<file path="config.mk">
export PLATFORM = sky130hd
export DESIGN_NAME = arlt_timer
export DESIGN_NICKNAME = d
export VERILOG_FILES = /design/src/arlt_pkg.sv /design/src/arlt_timer.sv
export SDC_FILE = /design/constraint.sdc
export NUM_CORES = 1
export LEC_CHECK = 0
export BUFFER_PORTS_ARGS = -buffer_cell sky130_fd_sc_hd__buf_4
export CAP_MARGIN = 25
export CORE_ASPECT_RATIO = 1.1
export CORE_UTILIZATION = 53
export CTS_BUF_LIST = sky130_fd_sc_hd__clkbuf_4
export DETAILED_ROUTE_END_ITERATION = 16
export HOLD_SLACK_MARGIN = 0.1
export PLACE_DENSITY = 0.79
export SYNTH_ARGS = -nofsm -noshare
export SYNTH_HDL_FRONTEND = slang
export SYNTH_SLANG_ARGS = --single-unit
</file>
<file path="constraint.sdc">
create_clock -name clk -period 2.7 [get_ports clk]
set_clock_uncertainty 0.15 [all_clocks]
set_input_delay 0.405 -clock clk [delete_from_list [all_inputs] [get_ports clk]]
set_output_delay 0.405 -clock clk [all_outputs]
set_load 0.02 [all_outputs]
</file>
<file path="src/arlt_pkg.sv">
// constants and register map for the auto-reload timer with slow-osc capture
//
// Contract
// count is a low byte and a high byte forming one 16-bit value
// split bit 3 of control: 0 one 16-bit timer, 1 two 8-bit timers
// count advances on core clock, core clock / 12, or external clock / 8
// the divided external tick is synchronised to the core clock first
// 16-bit rollover from 0xffff loads the reload pair, sets high flag
// 16-bit mode: timer interrupt enabled raises request on each overflow
// with low-byte irq enable too, low byte 0xff to 0x00 also interrupts
// split mode: each byte reloads from its own reload register
// split mode: run bit gates only the high byte, low byte always counts
// per byte: clock select 1 is core clock, else ext select picks /12 or /8
// split mode: each byte rollover sets its own overflow flag
// split mode: high overflow interrupts; with low enable, either byte does
// overflow flags are never cleared by hardware, only by software writes
// handler reads both flags to find which byte caused the interrupt
// software clears split before enabling capture, capture uses 16 bits
// capture: slow osc falling edge copies count to reload, sets high flag
// capture mode clock chosen by low-byte clock select and ext select
// software derives osc frequency from successive capture differences
// control bits: 7 hi flag, 6 lo flag, 5 lo irq en, 4 cap, 3 split, 2 run, 0 ext
// control bit 1 reads zero, writes to it are ignored
// slow osc is synchronised, falling edge gives one single-cycle strobe
// reload happens in the overflowing tick cycle, zero is never counted
package arlt_pkg;

    // bus geometry
    localparam int ADDR_W = 5;
    localparam int DATA_W = 32;

    // register byte addresses, one aligned word each
    localparam logic [ADDR_W-1:0] OFF_CTRL   = 5'h00;
    localparam logic [ADDR_W-1:0] OFF_CNT_LO = 5'h04;
    localparam logic [ADDR_W-1:0] OFF_CNT_HI = 5'h08;
    localparam logic [ADDR_W-1:0] OFF_RLD_LO = 5'h0c;
    localparam logic [ADDR_W-1:0] OFF_RLD_HI = 5'h10;
    localparam logic [ADDR_W-1:0] OFF_CLKCTL = 5'h14;
    localparam logic [ADDR_W-1:0] OFF_INTEN  = 5'h18;

    // timer_control_register fields
    localparam int CTL_HIGH_OVF = 7;
    localparam int CTL_LOW_OVF  = 6;
    localparam int CTL_LOW_IEN  = 5;
    localparam int CTL_CAP_EN   = 4;
    localparam int CTL_SPLIT    = 3;
    localparam int CTL_RUN      = 2;
    localparam int CTL_EXT_SEL  = 0;
    localparam logic [7:0] CTL_WR_MASK = 8'hfd;

    // clock_control_register and interrupt_enable_register fields
    localparam int CKC_LOW_SEL  = 4;
    localparam int CKC_HIGH_SEL = 5;
    localparam int IEN_TIMER    = 5;

    // reset values and count limits
    localparam logic [7:0]  RST_BYTE = 8'h00;
    localparam logic [7:0]  BYTE_MAX = 8'hff;
    localparam logic [15:0] WORD_MAX = 16'hffff;

    // prescaler terminal counts: core / 12, external / 8
    localparam logic [3:0] CORE_DIV_LAST = 4'hb;
    localparam logic [2:0] EXT_DIV_LAST  = 3'h7;

endpackage

</file>
<file path="src/arlt_timer.sv">
// auto-reload timer with split mode and slow-oscillator capture
//
// The Avalon-MM register port and the register addresses were left to the implementer.
`timescale 1ns/1ps
`default_nettype none

module arlt_timer (
    // clock, reset, enable
    input  wire logic                            clk,
    input  wire logic                            rst,
    input  wire logic                            ce,
    // avalon-mm slave
    input  wire logic [arlt_pkg::ADDR_W-1:0]     avsAddress,
    input  wire logic                            avsRead,
    input  wire logic                            avsWrite,
    input  wire logic [arlt_pkg::DATA_W-1:0]     avsWritedata,
    input  wire logic [3:0]                      avsByteenable,
    output var  logic [arlt_pkg::DATA_W-1:0]     avsReaddata,
    output var  logic                            avsWaitrequest,
    // clock sources
    input  wire logic                            extOsc,
    input  wire logic                            slowOsc,
    // interrupt request
    output var  logic                            timerIrq
);
    import arlt_pkg::*;

    logic [7:0]  ctrl_r;
    logic [7:0]  ctrl_nxt;
    logic [7:0]  clkCtl_r;
    logic [7:0]  intEn_r;
    logic [7:0]  cntLo_r;
    logic [7:0]  cntLo_nxt;
    logic [7:0]  cntHi_r;
    logic [7:0]  cntHi_nxt;
    logic [7:0]  rldLo_r;
    logic [7:0]  rldLo_nxt;
    logic [7:0]  rldHi_r;
    logic [7:0]  rldHi_nxt;
    logic [7:0]  rdByte;
    logic [7:0]  wByte;
    logic        wrAcc;
    logic        wrCtrl;
    logic        wrCntLo;
    logic        wrCntHi;
    logic        wrRldLo;
    logic        wrRldHi;
    logic        wrClkCtl;
    logic        wrIntEn;
    logic        extSync1_r;
    logic        extSync2_r;
    logic        extPrev_r;
    logic [2:0]  extDiv_r;
    logic        extRise;
    logic        tickExt;
    logic        slowSync1_r;
    logic        slowSync2_r;
    logic        slowPrev_r;
    logic        capStrobe_r;
    logic [3:0]  coreDiv_r;
    logic        tickCore12;
    logic        lowTick;
    logic        highTick;
    logic        setHigh;
    logic        setLow;
    logic        runBit;
    logic        splitBit;
    logic [15:0] cntWord;

    // ---------------------------------------------------------------
    // register bus
    // ---------------------------------------------------------------

    // a write lands only at the edge where waitrequest is seen low
    assign wrAcc    = avsWrite & ~avsWaitrequest & avsByteenable[0];
    assign wByte    = avsWritedata[7:0];
    assign wrCtrl   = wrAcc && (avsAddress == OFF_CTRL);
    assign wrCntLo  = wrAcc && (avsAddress == OFF_CNT_LO);
    assign wrCntHi  = wrAcc && (avsAddress == OFF_CNT_HI);
    assign wrRldLo  = wrAcc && (avsAddress == OFF_RLD_LO);
    assign wrRldHi  = wrAcc && (avsAddress == OFF_RLD_HI);
    assign wrClkCtl = wrAcc && (avsAddress == OFF_CLKCTL);
    assign wrIntEn  = wrAcc && (avsAddress == OFF_INTEN);

    // read mux; unmapped addresses read as zero
    always_comb begin
        if (avsAddress == OFF_CTRL) begin
            rdByte = ctrl_r & CTL_WR_MASK;
        end else if (avsAddress == OFF_CNT_LO) begin
            rdByte = cntLo_r;
        end else if (avsAddress == OFF_CNT_HI) begin
            rdByte = cntHi_r;
        end else if (avsAddress == OFF_RLD_LO) begin
            rdByte = rldLo_r;
        end else if (avsAddress == OFF_RLD_HI) begin
            rdByte = rldHi_r;
        end else if (avsAddress == OFF_CLKCTL) begin
            rdByte = clkCtl_r;
        end else if (avsAddress == OFF_INTEN) begin
            rdByte = intEn_r;
        end else begin
            rdByte = RST_BYTE;
        end
    end

    // waitrequest idles high and drops for exactly one cycle per access,
    // which keeps the slave answer fixed at one wait state
    always_ff @(posedge clk or posedge rst) begin
        if (rst) begin
            avsWaitrequest <= 1'b1;
        end else if (ce) begin
            if ((avsRead | avsWrite) && avsWaitrequest) begin
                avsWaitrequest <= 1'b0;
            end else begin
                avsWaitrequest <= 1'b1;
            end
        end
    end

    // read data captured as waitrequest drops, stands while it is low
    always_ff @(posedge clk or posedge rst) begin
        if (rst) begin
            avsReaddata <= '0;
        end else if (ce) begin
            if (avsRead && avsWaitrequest) begin
                avsReaddata <= {24'h000000, rdByte};
            end
        end
    end

    // plain configuration registers
    always_ff @(posedge clk or posedge rst) begin
        if (rst) begin
            clkCtl_r <= RST_BYTE;
            intEn_r  <= RST_BYTE;
        end else if (ce) begin
            if (wrClkCtl) begin
                clkCtl_r <= wByte;
            end
            if (wrIntEn) begin
                intEn_r <= wByte;
            end
        end
    end

    // ---------------------------------------------------------------
    // clock sources
    // ---------------------------------------------------------------

    // core clock / 12 prescaler, free running
    always_ff @(posedge clk or posedge rst) begin
        if (rst) begin
            coreDiv_r <= 4'h0;
        end else if (ce) begin
            if (coreDiv_r == CORE_DIV_LAST) begin
                coreDiv_r <= 4'h0;
            end else begin
                coreDiv_r <= coreDiv_r + 4'h1;
            end
        end
    end
    assign tickCore12 = (coreDiv_r == CORE_DIV_LAST);

    // external osc: two-stage sync, then rising edges divided by 8;
    // the osc must run below half the core rate or edges are lost
    always_ff @(posedge clk or posedge rst) begin
        if (rst) begin
            extSync1_r <= 1'b0;
            extSync2_r <= 1'b0;
            extPrev_r  <= 1'b0;
            extDiv_r   <= 3'h0;
        end else if (ce) begin
            extSync1_r <= extOsc;
            extSync2_r <= extSync1_r;
            extPrev_r  <= extSync2_r;
            if (extRise) begin
                extDiv_r <= extDiv_r + 3'h1;
            end
        end
    end
    assign extRise = extSync2_r & ~extPrev_r;
    assign tickExt = extRise && (extDiv_r == EXT_DIV_LAST);

    // slow osc: sync, then one registered strobe per falling edge
    always_ff @(posedge clk or posedge rst) begin
        if (rst) begin
            slowSync1_r <= 1'b0;
            slowSync2_r <= 1'b0;
            slowPrev_r  <= 1'b0;
            capStrobe_r <= 1'b0;
        end else if (ce) begin
            slowSync1_r <= slowOsc;
            slowSync2_r <= slowSync1_r;
            slowPrev_r  <= slowSync2_r;
            capStrobe_r <= slowPrev_r & ~slowSync2_r;
        end
    end

    // per-byte tick select; 16-bit and capture modes use the low select
    assign lowTick  = clkCtl_r[CKC_LOW_SEL] ? 1'b1 :
                      (ctrl_r[CTL_EXT_SEL] ? tickExt : tickCore12);
    assign highTick = clkCtl_r[CKC_HIGH_SEL] ? 1'b1 :
                      (ctrl_r[CTL_EXT_SEL] ? tickExt : tickCore12);

    // ---------------------------------------------------------------
    // counter, reload and flags
    // ---------------------------------------------------------------

    assign runBit   = ctrl_r[CTL_RUN];
    assign splitBit = ctrl_r[CTL_SPLIT];
    assign cntWord  = {cntHi_r, cntLo_r};

    // next count; reload replaces the rollover value in the same cycle
    always_comb begin
        cntLo_nxt = cntLo_r;
        cntHi_nxt = cntHi_r;
        setHigh   = 1'b0;
        setLow    = 1'b0;
        if (splitBit) begin
            if (lowTick) begin
                if (cntLo_r == BYTE_MAX) begin
                    cntLo_nxt = rldLo_r;
                    setLow    = 1'b1;
                end else begin
                    cntLo_nxt = cntLo_r + 8'h01;
                end
            end
            if (runBit && highTick) begin
                if (cntHi_r == BYTE_MAX) begin
                    cntHi_nxt = rldHi_r;
                    setHigh   = 1'b1;
                end else begin
                    cntHi_nxt = cntHi_r + 8'h01;
                end
            end
        end else if (runBit && lowTick) begin
            if (cntWord == WORD_MAX) begin
                {cntHi_nxt, cntLo_nxt} = {rldHi_r, rldLo_r};
                setHigh = 1'b1;
                setLow  = 1'b1;
            end else begin
                {cntHi_nxt, cntLo_nxt} = cntWord + 16'h0001;
                setLow = (cntLo_r == BYTE_MAX);
            end
        end
        // capture raises the high flag too
        if (ctrl_r[CTL_CAP_EN] && capStrobe_r) begin
            setHigh = 1'b1;
        end
        // software write to a count byte wins over counting
        if (wrCntLo) begin
            cntLo_nxt = wByte;
        end
        if (wrCntHi) begin
            cntHi_nxt = wByte;
        end
    end

    // reload pair; a capture overrides a software write in the same cycle
    always_comb begin
        rldLo_nxt = wrRldLo ? wByte : rldLo_r;
        rldHi_nxt = wrRldHi ? wByte : rldHi_r;
        if (ctrl_r[CTL_CAP_EN] && capStrobe_r) begin
            rldLo_nxt = cntLo_r;
            rldHi_nxt = cntHi_r;
        end
    end

    // control: a hardware set wins over a software clear in one cycle
    always_comb begin
        ctrl_nxt = wrCtrl ? (wByte & CTL_WR_MASK) : ctrl_r;
        ctrl_nxt[CTL_HIGH_OVF] = ctrl_nxt[CTL_HIGH_OVF] | setHigh;
        ctrl_nxt[CTL_LOW_OVF]  = ctrl_nxt[CTL_LOW_OVF] | setLow;
    end

    // timer state
    always_ff @(posedge clk or posedge rst) begin
        if (rst) begin
            ctrl_r  <= RST_BYTE;
            cntLo_r <= RST_BYTE;
            cntHi_r <= RST_BYTE;
            rldLo_r <= RST_BYTE;
            rldHi_r <= RST_BYTE;
        end else if (ce) begin
            ctrl_r  <= ctrl_nxt;
            cntLo_r <= cntLo_nxt;
            cntHi_r <= cntHi_nxt;
            rldLo_r <= rldLo_nxt;
            rldHi_r <= rldHi_nxt;
        end
    end

    // level request while any enabled flag stands; the request is shared, so
    // the handler must read both to tell the source apart
    always_ff @(posedge clk or posedge rst) begin
        if (rst) begin
            timerIrq <= 1'b0;
        end else if (ce) begin
            timerIrq <= intEn_r[IEN_TIMER] &
                        (ctrl_r[CTL_HIGH_OVF] |
                         (ctrl_r[CTL_LOW_IEN] & ctrl_r[CTL_LOW_OVF]));
        end
    end

endmodule // arlt_timer

`default_nettype wire

</file>
==> run summary <==
Max Clk Rate = 0.4217 GHz
Clk buf depth = 2
Top FF cell, synth = dfrtp_1
Endpoints failing hold = 0
Placed insts = 644
CTS HTree Levels = 3
Post-synthesis sequential area ratio = 0.3984
Post-synth EDFFs = 0
Crit path DAT = 2.56 ns
Setup tns final = 0 ns
Slew @ Worst Pin = 0.7559 ns
Global-route wire length before repair = 21110 µm
Yosys reg bits = 79
Fillers = 786
PortBufs = 30
Synth cell types = 72
DRT Pass-1 Iters = 7
Final wirelength = 13180 µm
Min-delay src = avsWritedata[2]
Async set-reset flop share out of synthesis = 1.000
Synthesized cell area = 4965 µm²
Critical path launch point type = register
GRT overflow = 0
HPWL after DPL = 9499 µm
Initial Utilization = 0.5539
CP required = 2.88 ns
Crit path time final = 2.371 ns
FF-to-FF End = cntLo_r[4]
Vias in the first global route = 4052
Final period utilization = 0.8783
TritonCTS clock tree = yes
Max_cap viols = 0
Commonest non-fill, non-tap cell in the layout = dfrtp_1
First-iteration detailed-routing DRC count = 425
Area grow syn2layout = 9.249%
Leakage Power = 0.002301 µW
Largest net degree at the start of global routing = 53
R2r setup slk = 0.33 ns
RSZ-0062 raised after global routing = false
Largest area contributor in the netlist = dfrtp_1
Clock transition at the registers of the reported paths = 0.12 ns
Via count = 4235
Status = finished, final reports clean
Commonest cells after routing, fill and taps aside = dfrtp_1 (78), nand2_1 (57), buf_4 (46), o21ai_0 (37), a21oi_1 (34)
Clock tree sinks = 79
Layout Nets = 602
R2R Path Start = extDiv_r[0]
Top cell type's share of synthesized area = 0.3931
Hold Crit Endpoint = intEn_r[2]
Core area = 8964 µm²
Crit path capture type = register
Detail Route Antenna Nets = 0
Clk_lat worst skew = 0.45 ns
Die Y-Extent = 103.5 µm
DR WL/cell = 19.76 µm
Setup bufs post-CTS = 0
Placer Congestion = 0.9760
R2R depth = 7
Drc violations = 0
Non-filler cells, final = 667
Yosys warnings = 0
Peak supply drop = 0.3727 mV
Initial antenna violation count = 0
Die area = 9759 µm²
Critical path class = reg -> reg
Die width = 94.28 µm
Worst-path fanout max = 10
Share of layout cells above drive strength 1 = 0.2134
Vias per std cell = 6.349
Slew HR = 0.4960
Ratio of total power to cell area = 530.3 nW/µm²
Hold WC Path Type = in -> reg
N_diodes = 0
Avg Synthesized Cell Area = 9.603 µm²
Setup Viol. Count Final = 0
Slew Limit Fails = 0
I/O Pins = 82
Tot GR Track Use = 0.2876
FP Rows = 36
Total CTS buffers = 9
Hold depth = 2
Clock root buffer = clkbuf_4
Post-Synthesis Cells = 517
Largest cells by area after synthesis = dfrtp_1 (39%), mux2_2 (7.3%), mux2i_1 (5.4%), buf_4 (4.4%), nand2_1 (4.3%)
==> stage by stage <==
step	cell area, µm²	util	setup WS (ns)	total power [µW]	hold WS [ns]
2_1_floorplan	5051	-	0.1233	1926	0.2968
3_3_place_gp	5195	0.5796	0.3563	2050	0.2976
3_5_place_dp	5195	0.5796	0.3564	2091	0.3036
4_1_cts	5424	0.6051	0.3614	2879	0.1008
5_1_grt	5424	0.6051	0.1614	3020	0.1086
6_report	5424	0.6051	0.3286	2876	0.1299
==> timing repair <==
item,CTS,global route
setup endpoints to repair,0,0
endpoints found under the hold margin,36,0
hold buffers,8,0
gates resized for setup,0,0
==> sequential cells by signal (all words and copies together), names as in the netlist, 3 cells and up <==
signal / flops
rldLo_r: 8
cntLo_r: 8
ctrl_r: 7
clkCtl_r: 8
avsReaddata: 8
cntHi_r: 8
intEn_r: 8
extDiv_r: 3
coreDiv_r: 4
rldHi_r: 8
==> per-layer routing <==
layer	track usage	part of all wire
met3	0.05727	0.070
met4	0.1736	0.051
met1	0.3893	0.42
met2	0.4208	0.46
met5	0	0
==> where the power goes <==
group,switching (µW),internal [µW]
combinational,308,265
clock,417,375
sequential,172,1340
==> cell families (layout without fill, tap and decap cells) <==
logic type,after synthesis,after routing,share of synthesized area
AO/OA/AOI/OAI,154,154,0.2077
XOR/XNOR,5,5,0.008820
adder cells (fa/ha/maj),5,5,0.01260
buffers and inverters,66,79,0.08039
flip-flops,79,79,0.3984
multiplexers,59,59,0.1270
other,1,24,0.0007553
AND/OR/NAND/NOR,148,148,0.1643
==> area by class of cell <==
class | instances | area, µm² | area share
tap | 114 | 142.6 | 0.02630
clock buffer | 10 | 75.07 | 0.01384
inverter | 9 | 35.03 | 0.006459
clock inverter | 5 | 73.82 | 0.01361
sequential | 79 | 1978 | 0.3647
multi-input combinational | 395 | 2674 | 0.4930
timing repair buffer | 55 | 445.4 | 0.08212
==> cells in the mapped netlist, types with 3 or more instances <==
master	number
dfrtp_1	78
nand2_1	57
o21ai_0	37
a21oi_1	34
mux2_2	32
buf_4	29
mux2i_1	27
nor2_1	27
buf_2	16
nand3_1	15
o22ai_1	11
a2bb2oi_1	9
inv_1	9
nor3_1	8
a22oi_1	7
o21ai_1	7
and3_1	6
clkbuf_1	6
a31oi_1	5
a41oi_1	5
ha_1	5
o21a_1	5
o22a_1	5
nand4_1	4
o21ai_2	4
xnor2_1	4
buf_1	3
buf_6	3
nand3b_1	3
==> worst max path at each step <==
stage	from	to	slack [ns]	cells after the start
CTS	cntLo_r[0]	cntHi_r[3]	0.36	6
global route	cntLo_r[0]	cntHi_r[3]	0.16	6
global placement	avsAddress[2]	cntHi_r[1]	0.36	6
finish	extDiv_r[0]	cntLo_r[4]	0.33	7
floorplan	rst	avsReaddata[0]	0.12	1
detailed placement	avsAddress[2]	cntHi_r[1]	0.36	6
==> worst max-delay path, stage by stage (launching register included) <==
cell and delay [ns]:
dfrtp_1 0.42, ha_1 0.21, ha_1 0.17, and4b_1 0.22
o32a_1 0.42, o21ai_4 0.35, a21oi_1 0.09, o22a_1 0.22
(Power assumes the default switching activity.)
